<file path="config.mk">
export PLATFORM = sky130hd
export DESIGN_NAME = scf_framing
export DESIGN_NICKNAME = d
export VERILOG_FILES = /design/src/design/scf_pkg.sv /design/src/design/scf_framing.sv
export SDC_FILE = /design/constraint.sdc
export NUM_CORES = 1
export LEC_CHECK = 0
export BUFFER_PORTS_ARGS = -buffer_cell sky130_fd_sc_hd__buf_2
export CELL_PAD_IN_SITES_DETAIL_PLACEMENT = 1
export CELL_PAD_IN_SITES_GLOBAL_PLACEMENT = 1
export CORE_ASPECT_RATIO = 0.9
export CORE_MARGIN = 4
export CORE_UTILIZATION = 43
export DETAILED_ROUTE_END_ITERATION = 16
export HOLD_SLACK_MARGIN = 0.03
export PLACE_DENSITY_LB_ADDON = 0.1
export SLEW_MARGIN = 0
export SYNTH_ARGS = -nofsm -noshare
export SYNTH_HDL_FRONTEND = slang
export SYNTH_SLANG_ARGS = --single-unit
</file>
<file path="constraint.sdc">
create_clock -name ref_clk -period 4.06 [get_ports ref_clk]
set_clock_uncertainty 0.15 [all_clocks]
set_input_delay 0.203 -clock ref_clk [delete_from_list [all_inputs] [get_ports ref_clk]]
set_output_delay 0.203 -clock ref_clk [all_outputs]
set_load 0.02 [all_outputs]
</file>
<file path="src/design/scf_pkg.sv">
package scf_pkg;

  // Clock and timing
  localparam int CLK_MHZ   = 100;
  localparam int REH_NS    = 1000;
  localparam int REH_CYC   = (REH_NS * CLK_MHZ + 999) / 1000;
  localparam int LPF_NS    = 100;
  localparam int LPF_CYC   = (LPF_NS * CLK_MHZ + 999) / 1000;
  localparam int HOLD_W    = 8;
  localparam int LPF_W     = 4;
  localparam logic [HOLD_W-1:0] REH_LOAD = HOLD_W'(REH_CYC);
  localparam logic [LPF_W-1:0]  LPF_LAST = LPF_W'(LPF_CYC - 1);

  // Command codes
  localparam logic [7:0] REGISTER_PAGE_READ_CMD  = 8'hf0;
  localparam logic [7:0] CHANNEL_WRITE_CMD       = 8'h5a;
  localparam logic [7:0] CHANNEL_SAMPLE_READ_CMD = 8'h11;
  localparam logic [7:0] LATCH_CLEAR_CMD         = 8'h22;

  // Register page window
  localparam logic [15:0] PAGE_FIRST = 16'h0088;
  localparam logic [15:0] PAGE_LAST  = 16'h008f;

  // Constant bytes and counts
  localparam logic [7:0] PATTERN_AA   = 8'haa;
  localparam logic [7:0] FILL_FF      = 8'hff;
  localparam logic [5:0] BLOCK_LAST   = 6'h1f;
  localparam logic [15:0] CRC16_CLEAR = 16'h0000;
  localparam logic [7:0] CRC8_CLEAR   = 8'h00;

  // Reflected polynomials, shifted lsb first
  localparam logic [15:0] CRC16_POLY = 16'ha001;
  localparam logic [7:0]  CRC8_POLY  = 8'h8c;

  // Arbitrary identification body
  localparam logic [55:0] ROM_BODY = 56'h00_0000_0000_0129;

  typedef enum logic [3:0] {
    ST_IDLE     = 4'b0000,
    ST_CMD      = 4'b0001,
    ST_ADDR_LO  = 4'b0010,
    ST_ADDR_HI  = 4'b0011,
    ST_PAGE     = 4'b0100,
    ST_CAR      = 4'b0101,
    ST_CRC_LO   = 4'b0110,
    ST_CRC_HI   = 4'b0111,
    ST_FF_LOOP  = 4'b1000,
    ST_AA_LOOP  = 4'b1001,
    ST_CAW_NEW  = 4'b1010,
    ST_CAW_INV  = 4'b1011,
    ST_CAW_AA   = 4'b1100,
    ST_CAW_BACK = 4'b1101
  } scf_state_t;

  function automatic logic [15:0] crc16_byte(input logic [15:0] c, input logic [7:0] d);
    logic [15:0] r;
    r = c;
    for (int i = 0; i < 8; i++) begin
      if (r[0] ^ d[i]) begin
        r = (r >> 1) ^ CRC16_POLY;
      end else begin
        r = r >> 1;
      end
    end
    return r;
  endfunction

  function automatic logic [7:0] crc8_byte(input logic [7:0] c, input logic [7:0] d);
    logic [7:0] r;
    r = c;
    for (int i = 0; i < 8; i++) begin
      if (r[0] ^ d[i]) begin
        r = (r >> 1) ^ CRC8_POLY;
      end else begin
        r = r >> 1;
      end
    end
    return r;
  endfunction

  function automatic logic [7:0] rom_crc(input logic [55:0] body);
    logic [7:0] r;
    r = CRC8_CLEAR;
    for (int k = 0; k < 7; k++) begin
      r = crc8_byte(r, body[8*k +: 8]);
    end
    return r;
  endfunction

  localparam logic [63:0] ROM_CODE = {rom_crc(ROM_BODY), ROM_BODY};

endpackage

</file>
<file path="src/design/scf_framing.sv">
`timescale 1ns/1ps

// Operation
// Identification code carries its 8-bit checksum in the top byte, fixed.
// Master checks the checksum over the first 56 identification bits.
// Identification checksum uses x^8+x^5+x^4+1 on both ends.
// Identification checksum is sent true, not inverted.
// Sixteen-bit checksum uses x^16+x^15+x^2+1.
// Sixteen-bit checksum always goes out inverted.
// Page read covers command, both address bytes, data up to 008Fh.
// First sample block covers command code plus 32 samples, then inverted checksum.
// Later sample blocks restart the checksum over 32 samples only.
// Master rereads data whose checksum does not match.
// Each transaction starts with reset and presence, then selection and command.
// After address failure or page checksum, all further reads give FFh.
// Alternating loop answers every read with AAh until reset.
// Sample read repeats 32 samples plus inverted checksum while master reads.
// Channel write takes new state and its complement; applied only if complementary.
// Accepted write answers AAh then current pin state, then waits again.
// Non-complementary pair is invalid and leaves outputs unchanged.
// Low glitches are ignored during the rising-edge hold-off window.
// Low lasting past the hold-off window starts a new slot.
// Extra falling-edge filtering at standard speed, bypassed at overdrive.
// After an invalid write pair, all further reads give FFh.
// Latch clear always succeeds and enters the AAh loop.
// Channel write command code is 5Ah.
// Page read command is F0h with two address bytes, low first.
// Bytes enter checksum lsb first; inverted checksum sent low byte first.
module scf_framing (
  input  wire logic        ref_clk,
  input  wire logic        sys_rst,
  input  wire logic        bus_in,
  input  wire logic        overdrive,
  output logic             slot_start,
  input  wire logic        bus_reset,
  input  wire logic        rx_valid,
  input  wire logic [7:0]  rx_data,
  output logic             tx_valid,
  input  wire logic        tx_ready,
  output logic [7:0]       tx_data,
  input  wire logic [7:0]  pin_in,
  output logic [15:0]      page_addr,
  input  wire logic [7:0]  page_rdata,
  output logic [7:0]       chan_out,
  output logic             chan_write,
  output logic             latch_clear,
  output logic [63:0]      rom_code
);

  typedef struct packed {
    logic                            bus_s1;
    logic                            bus_s2;
    logic                            line_prev;
    logic [7:0]                      pin_s1;
    logic [7:0]                      pin_s2;
    logic [scf_pkg::HOLD_W-1:0]      hold_cnt;
    logic [scf_pkg::LPF_W-1:0]       low_cnt;
    logic                            slot;
    scf_pkg::scf_state_t             st;
    logic                            car_mode;
    logic [15:0]                     crc;
    logic [5:0]                      cnt;
    logic [15:0]                     addr;
    logic [7:0]                      first;
    logic [7:0]                      outs;
    logic                            wr;
    logic                            lclr;
    logic [1:0][7:0]                 bufd;
    logic                            rd;
    logic [1:0]                      count;
  } scf_regs_t;

  scf_regs_t  s;
  scf_regs_t  next_s;
  logic       push;
  logic [7:0] push_data;
  logic       pop;
  logic       can_push;
  logic       line;

  assign line       = s.bus_s2;
  assign can_push   = s.count != 2'd2;
  assign pop        = tx_ready && (s.count != 2'd0);
  assign tx_valid   = s.count != 2'd0;
  assign tx_data    = s.bufd[s.rd];
  assign slot_start = s.slot;
  assign page_addr  = s.addr;
  assign chan_out   = s.outs;
  assign chan_write = s.wr;
  assign latch_clear = s.lclr;
  assign rom_code   = scf_pkg::ROM_CODE;

  always_comb begin
    next_s    = s;
    push      = 1'b0;
    push_data = scf_pkg::FILL_FF;

    // Input synchronisers
    next_s.bus_s1 = bus_in;
    next_s.bus_s2 = s.bus_s1;
    next_s.pin_s1 = pin_in;
    next_s.pin_s2 = s.pin_s1;

    // Glitch hold-off and slot start detection
    next_s.slot = 1'b0;
    if (s.hold_cnt != '0) begin
      next_s.hold_cnt = s.hold_cnt - 1'b1;
      next_s.low_cnt  = '0;
    end else if (line) begin
      if (!s.line_prev) begin
        next_s.hold_cnt = scf_pkg::REH_LOAD;
      end
      next_s.line_prev = 1'b1;
      next_s.low_cnt   = '0;
    end else if (s.line_prev) begin
      if (overdrive || s.low_cnt == scf_pkg::LPF_LAST) begin
        next_s.slot      = 1'b1;
        next_s.line_prev = 1'b0;
        next_s.low_cnt   = '0;
      end else begin
        next_s.low_cnt = s.low_cnt + 1'b1;
      end
    end

    // Command framing
    next_s.wr   = 1'b0;
    next_s.lclr = 1'b0;
    case (s.st)
      scf_pkg::ST_CMD: begin
        if (rx_valid) begin
          next_s.crc      = scf_pkg::crc16_byte(scf_pkg::CRC16_CLEAR, rx_data);
          next_s.car_mode = 1'b0;
          next_s.cnt      = 6'h00;
          case (rx_data)
            scf_pkg::REGISTER_PAGE_READ_CMD: begin
              next_s.st = scf_pkg::ST_ADDR_LO;
            end
            scf_pkg::CHANNEL_SAMPLE_READ_CMD: begin
              next_s.st       = scf_pkg::ST_CAR;
              next_s.car_mode = 1'b1;
            end
            scf_pkg::CHANNEL_WRITE_CMD: begin
              next_s.st = scf_pkg::ST_CAW_NEW;
            end
            scf_pkg::LATCH_CLEAR_CMD: begin
              next_s.st   = scf_pkg::ST_AA_LOOP;
              next_s.lclr = 1'b1;
            end
            default: begin
              next_s.st = scf_pkg::ST_IDLE;
            end
          endcase
        end
      end
      scf_pkg::ST_ADDR_LO: begin
        if (rx_valid) begin
          next_s.addr[7:0] = rx_data;
          next_s.crc       = scf_pkg::crc16_byte(s.crc, rx_data);
          next_s.st        = scf_pkg::ST_ADDR_HI;
        end
      end
      scf_pkg::ST_ADDR_HI: begin
        if (rx_valid) begin
          next_s.addr[15:8] = rx_data;
          next_s.crc        = scf_pkg::crc16_byte(s.crc, rx_data);
          if ({rx_data, s.addr[7:0]} >= scf_pkg::PAGE_FIRST && {rx_data, s.addr[7:0]} <= scf_pkg::PAGE_LAST) begin
            next_s.st = scf_pkg::ST_PAGE;
          end else begin
            next_s.st = scf_pkg::ST_FF_LOOP;
          end
        end
      end
      scf_pkg::ST_PAGE: begin
        if (can_push) begin
          push       = 1'b1;
          push_data  = page_rdata;
          next_s.crc = scf_pkg::crc16_byte(s.crc, page_rdata);
          if (s.addr == scf_pkg::PAGE_LAST) begin
            next_s.st = scf_pkg::ST_CRC_LO;
          end else begin
            next_s.addr = s.addr + 16'h0001;
          end
        end
      end
      scf_pkg::ST_CAR: begin
        if (can_push) begin
          push       = 1'b1;
          push_data  = s.pin_s2;
          next_s.crc = scf_pkg::crc16_byte(s.crc, s.pin_s2);
          next_s.cnt = s.cnt + 6'h01;
          if (s.cnt == scf_pkg::BLOCK_LAST) begin
            next_s.st = scf_pkg::ST_CRC_LO;
          end
        end
      end
      scf_pkg::ST_CRC_LO: begin
        if (can_push) begin
          push      = 1'b1;
          push_data = ~s.crc[7:0];
          next_s.st = scf_pkg::ST_CRC_HI;
        end
      end
      scf_pkg::ST_CRC_HI: begin
        if (can_push) begin
          push      = 1'b1;
          push_data = ~s.crc[15:8];
          if (s.car_mode) begin
            next_s.crc = scf_pkg::CRC16_CLEAR;
            next_s.cnt = 6'h00;
            next_s.st  = scf_pkg::ST_CAR;
          end else begin
            next_s.st = scf_pkg::ST_FF_LOOP;
          end
        end
      end
      scf_pkg::ST_FF_LOOP: begin
        if (can_push) begin
          push      = 1'b1;
          push_data = scf_pkg::FILL_FF;
        end
      end
      scf_pkg::ST_AA_LOOP: begin
        if (can_push) begin
          push      = 1'b1;
          push_data = scf_pkg::PATTERN_AA;
        end
      end
      scf_pkg::ST_CAW_NEW: begin
        if (rx_valid) begin
          next_s.first = rx_data;
          next_s.st    = scf_pkg::ST_CAW_INV;
        end
      end
      scf_pkg::ST_CAW_INV: begin
        if (rx_valid) begin
          if (rx_data == ~s.first) begin
            next_s.outs = s.first;
            next_s.wr   = 1'b1;
            next_s.st   = scf_pkg::ST_CAW_AA;
          end else begin
            next_s.st = scf_pkg::ST_FF_LOOP;
          end
        end
      end
      scf_pkg::ST_CAW_AA: begin
        if (can_push) begin
          push      = 1'b1;
          push_data = scf_pkg::PATTERN_AA;
          next_s.st = scf_pkg::ST_CAW_BACK;
        end
      end
      scf_pkg::ST_CAW_BACK: begin
        if (can_push) begin
          push      = 1'b1;
          push_data = s.pin_s2;
          next_s.st = scf_pkg::ST_CAW_NEW;
        end
      end
      default: begin
        next_s.st = scf_pkg::ST_IDLE;
      end
    endcase

    // Two-entry answer buffer
    if (push) begin
      next_s.bufd[s.rd ^ s.count[0]] = push_data;
    end
    if (pop) begin
      next_s.rd = ~s.rd;
    end
    case ({push, pop})
      2'b10: next_s.count = s.count + 2'd1;
      2'b01: next_s.count = s.count - 2'd1;
      default: next_s.count = s.count;
    endcase

    // Reset and presence restart the framing
    if (bus_reset) begin
      next_s.st       = scf_pkg::ST_CMD;
      next_s.count    = 2'd0;
      next_s.rd       = 1'b0;
      next_s.car_mode = 1'b0;
    end
  end

  always_ff @(posedge ref_clk or posedge sys_rst) begin
    if (sys_rst) begin
      s           <= '0;
      s.bus_s1    <= 1'b1;
      s.bus_s2    <= 1'b1;
      s.line_prev <= 1'b1;
      s.st        <= scf_pkg::ST_IDLE;
    end else begin
      s <= next_s;
    end
  end
endmodule

</file>
==> After elaboration in Yosys (flattened, before gate mapping) <==
Cells that the tools add are included.
{ "word_totals": {"regBits": 112, "inputBits": 31} }
{ "classes": {"n_addsub": 6, "magnitude_cmp": 5, "n_eq_ne": 47, "n_mux": 176, "n_bitwise": 79, "reduce_logical": 29} }
{ "op_table": {"columns": ["cell", "n"], "rows": [
  ["$mux 16", 113],
  ["$not 2->3", 36],
  ["$pmux 16 s6", 1],
  ["$mux 8", 10],
  ["$mux 22", 3],
  ["$mux 4", 16],
  ["$pmux 4 s12", 1],
  ["$pmux 8 s5", 1],
  ["$ne 3x3->1 const B", 13],
  ["$xor 1x1->1", 39],
  ["$pmux 8 s2", 2],
  ["$eq 4x4->1 const B", 7],
  ["$mux 27", 1],
  ["$not 8->8", 3],
  ["$ne 2x2->1 const B", 9],
  ["$pmux 6 s3", 1],
  ["$mux 1", 17],
  ["$add 16x1->16 const B", 1],
  ["$bwmux 16", 1],
  ["$eq 16x8->1 const B", 1],
  ["$eq 4x3->1 const B", 4],
  ["$ge 16x8->1 const B", 1],
  ["$le 16x8->1 const B", 1],
  ["$pmux 4 s4", 1],
  ["39 further kinds", 59]
]} }

==> Longest topological paths before layout <==
{ "logic_depth": {"ltp_word": 32, "ltp_mapped": 10} }

==> Worst setup path before layout <==
Ideal clock, no wire load.
{ "synth_timing": {"path_type": "register to register", "startpoint": "reg s[63] in the netlist's numbering", "endpoint": "reg s[59] in the netlist's numbering", "t_arrival_ns": 2.141, "required_time_ns": 3.787, "path_slack_ns": 1.646, "path_stages_with_launch": 9, "synth_period_minus_slack_ns": 2.414, "cell_sequence": "dfrtp_1 > clkbuf_8 > xor2_2 > xnor3_2 > xnor3_2 > xnor2_1 > nand2_1 > o2111ai_1 > o221a_1"} }
{ "synth_between": {"elab_chain_len": 29, "word_cells_on_any_way": 111} }
{ "synth_rtl": {"columns": ["element", "line_no", "rtl"], "rows": [
  ["start, declared", "scf_framing.sv:73", "scf_regs_t s;"],
  ["start signal, assigned", "scf_framing.sv:294", "s <= next_s;"],
  ["$mux 16", "scf_pkg.sv:59", "if (r[0] ^ d[i]) begin"],
  ["$mux 16, on equally long branches", null, null],
  ["$mux 16", "scf_framing.sv:128", "case (s.st)"],
  ["$mux 16", "scf_pkg.sv:59", null],
  ["$mux 16, on equally long branches", null, null],
  ["$mux 16", "scf_framing.sv:128", null],
  ["$mux 16", "scf_pkg.sv:59", null],
  ["$mux 16, on equally long branches", null, null],
  ["[13 not listed]", null, null],
  ["$xor 1x1->1", "scf_pkg.sv:59", null],
  ["$mux 16", "scf_pkg.sv:59", null],
  ["$mux 16, on equally long branches", null, null],
  ["$mux 16", "scf_framing.sv:128", null],
  ["$xor 1x1->1", "scf_pkg.sv:59", null],
  ["$mux 16", "scf_pkg.sv:59", null],
  ["$mux 22, or another cell as far along", "scf_framing.sv:186", "if (can_push) begin"],
  ["$pmux 16 s6 *", "scf_framing.sv:128", null]
]} }
Every way passes the cells marked *; elsewhere a longest branch is shown, timed or not. The select of a mux whose other input is x is not followed.
A chain may end at the register's enable or synchronous reset.

==> Final worst setup path <==
{ "layout_timing": {"startpoint": "reg s[78] in the netlist's numbering", "endpoint": "reg s (netlist bit page_addr[7])"} }
{ "layout_between": {"elab_chain_len": 3, "word_cells_on_any_way": 8} }
{ "layout_rtl": {"columns": ["element", "line_no"], "rows": [
  ["$eq 4x3->1 or $eq 4x2->1 (tied branches)", "scf_framing.sv:128"],
  ["$ne 2x2->1 (no source line) or $reduce_bool 2->1 (tied branches)", null],
  ["$reduce_and 4->1 (no source line)", null]
]} }
Several ways; a longest one is shown, not always the timed one.

==> impl_metrics.json <==
{
  "synth_top_area_share_pct": 36.9,
  "max-vdd-ir-drop_uv": 275,
  "initial_utilization_pct": 43.7,
  "synth_area_leader_cell": "dfrtp_1",
  "maxCapViolCount": 0,
  "crit_chain": "or4b_1 > o22ai_1 > a21oi_1 > o22a_1",
  "drive_above_1_share_pct": 14.1,
  "die_w_microns": 146,
  "power_density_mw_per_mm2": 490,
  "first_iter_violations": 387,
  "synth_common_cells": "dfrtp_1 (109), o21ai_0 (98), buf_4 (89)",
  "async_flop_share_pct": 100,
  "rows": 45,
  "path_delay_family": "compound AO/OA/AOI/OAI gates",
  "worstPathArrival_ns": 3.32,
  "slew_violations": 0,
  "fin_nets": 917,
  "synth_ff_type": "dfrtp_1",
  "setup_violations": 0,
  "insertion_delay_ns": 0.37,
  "synth-edff-count": 0,
  "synth_cell_types": 66,
  "synth_xor_area_share_pct": 10.3,
  "rsz0062_at_grt": "false",
  "drc": 0,
  "synth-seq-cells": 112,
  "place.gp.congestion": 0.907,
  "root_buffer": "clkbuf_16",
  "n_antenna_cell": 0,
  "port_buffers": 66,
  "cts_buffer_depth": 2,
  "cts_buffers": 9,
  "antenna_found_initial": 1,
  "synth.top_cells.by_area": "dfrtp_1 (37%), buf_4 (9.0%), o21ai_0 (6.6%)",
  "core_area_sq_mm": 0.0169,
  "max_stage_delay_ns": 1.01,
  "cts_tree": "yes",
  "cts_setup_buffers": 0,
  "grt_pass1_vias": 6142,
  "ant_nets": 0,
  "vias": 5980,
  "relSlewSlack_pct": 21.9,
  "crit_path_start_kind": "flop",
  "synth_top_family_by_area": "compound AO/OA/AOI/OAI gates",
  "tns_ns": 0,
  "htreeDepth": 3,
  "drtPass1Iterations": 5,
  "cts.sinks": 112,
  "post_synth.cell_area_avg_sq_um": 8.82,
  "fin_crit_sh_pct": 79.1,
  "post_drt_wl_per_cell_microns": 18.9,
  "fin_crit_ns": 3.21,
  "crit_type": "reg -> reg",
  "synth_compound_area_share_pct": 17.7,
  "post_synth_and_or_nand_nor_area_fraction_pct": 14.1,
  "grt.overflow.total": 0,
  "ys_warn_count": 0,
  "hold_class": "in -> reg",
  "clk_pin_slew_ns": 0.08,
  "syn2layout_area_growth_pct": 6.23,
  "fill_cells": 2001,
  "path_max_fanout": 23,
  "worst_ep_required_time_ns": 4.17,
  "viasPerCell": 5.53,
  "finalHoldViolCount": 0,
  "ys_seq_area_share_pct": 38.0,
  "crit_slowest_cell": "o22ai_1",
  "fmax_mhz": 312,
  "grtUsageTotal_pct": 21.3,
  "die_h_microns": 132,
  "p_leak_uw": 0.00351,
  "ctsResizeCount": 0,
  "synth.most_common_cell": "dfrtp_1",
  "ios": 131,
  "tightest_slew_ns": 1.17,
  "fp.dieArea_sq_mm": 0.0193,
  "end_kind": "flop",
  "wl_microns": 20400,
  "status": "finished clean",
  "synth.area.mux_share_pct": 3.42,
  "dpl.hpwl_microns": 15100,
  "grt_pass1_wl_microns": 33400,
  "crit_buf_inv": 0,
  "synth_area_sq_mm": 0.00739,
  "syn_inst": 838,
  "power_uw": 3850,
  "cts_hold_buf": 12,
  "grt_max_degree": 63,
  "synthAdderAreaFrac_pct": 3.56
}
## logic make-up after synthesis
| group | count (synthesis) |
|---|---|
| compound gates | 216 |
| xor+xnor | 81 |
| fa+ha+maj | 21 |
| buf+inv | 158 |
| flops | 112 |
| mux | 23 |
| other cells | 2 |
| simple gates | 225 |
## path summary, 6_finish.rpt
path / startpoint / endpoint / slack [ns] / depth (start not counted)
worst max-delay path: s[78]$_DFFE_PP0P_ / page_addr[7]$_DFFE_PP0P_ / 0.85 / 4
worst min-delay path: tx_ready / s[2]$_DFFE_PP0P_ / 0.08 / 4
worst max register to register: s[78]$_DFFE_PP0P_ / page_addr[7]$_DFFE_PP0P_ / 0.85 / 4
worst min register to register: next_s[96]$_DFF_PP0_ / s[96]$_DFF_PP0_ / 0.20 / 0
max in group asynchronous: sys_rst / s[109]$_DFFE_PP1P_ / 2.47 / 4
min in group asynchronous: sys_rst / s[55]$_DFFE_PP0P_ / 0.39 / 3
## metal layers
metal | global-route usage (%) | routed length [microns]
met1 | 29.7 | 9580
met3 | 4.09 | 1020
met2 | 33.4 | 9400
met5 | 0 | 15
met4 | 6.95 | 408
## state kept, by name (all words and copies together) (netlist names)
| name | count |
|---|---|
| page_addr | 16 |
| slot_start | 1 |
| chan_write | 1 |
| s | 75 |
| chan_out | 8 |
| next_s | 9 |
| line | 1 |
| latch_clear | 1 |
## placed cells by master, fill, tap and decap left out, drive strengths merged, types with 18 or more instances in the layout
master,count
inv,29
o21ai,98
nor3,23
nor2,64
xnor2,49
mux2,18
buf,72
a21oi,45
xor2,29
ha,21
nand3,19
nand2,72
dfrtp,109
conb,64
## worst reg2reg max path: stages (launching register included)
cell and delay (ns):
dfrtp_1 0.74, or4b_1 0.83, o22ai_1 1.01, a21oi_1 0.13, o22a_1 0.24
## where the power goes
part           internal (uW)  switching, uW  total, uW
sequential              1330            291       1630
combinational            549            782       1330
clock                    446            446        892
## metrics by stage
step,hold slack (ns),area [sq um],worst slack [ns],util (%),std cells
2_1_floorplan,0.0575,7620,0.753,-,900
3_3_place_gp,0.160,7430,1.06,44.0,1053
3_5_place_dp,0.163,7430,0.853,44.0,1053
4_1_cts,0.0682,7850,0.858,46.5,1081
5_1_grt,0.102,7850,0.602,46.5,1081
6_report,0.0815,7850,0.850,46.5,1081
## final cells by class
class	instances	area (sq um)	share of cell area [%]
well taps	211	264	3.36
clock buffers	11	243	3.09
clock inverters	5	52.6	0.669
flip-flops and latches	112	2810	35.8
inverters	28	108	1.37
multi-input cells	630	3880	49.4
repair buffers	84	495	6.31
Power figures use the tool's default switching activity.
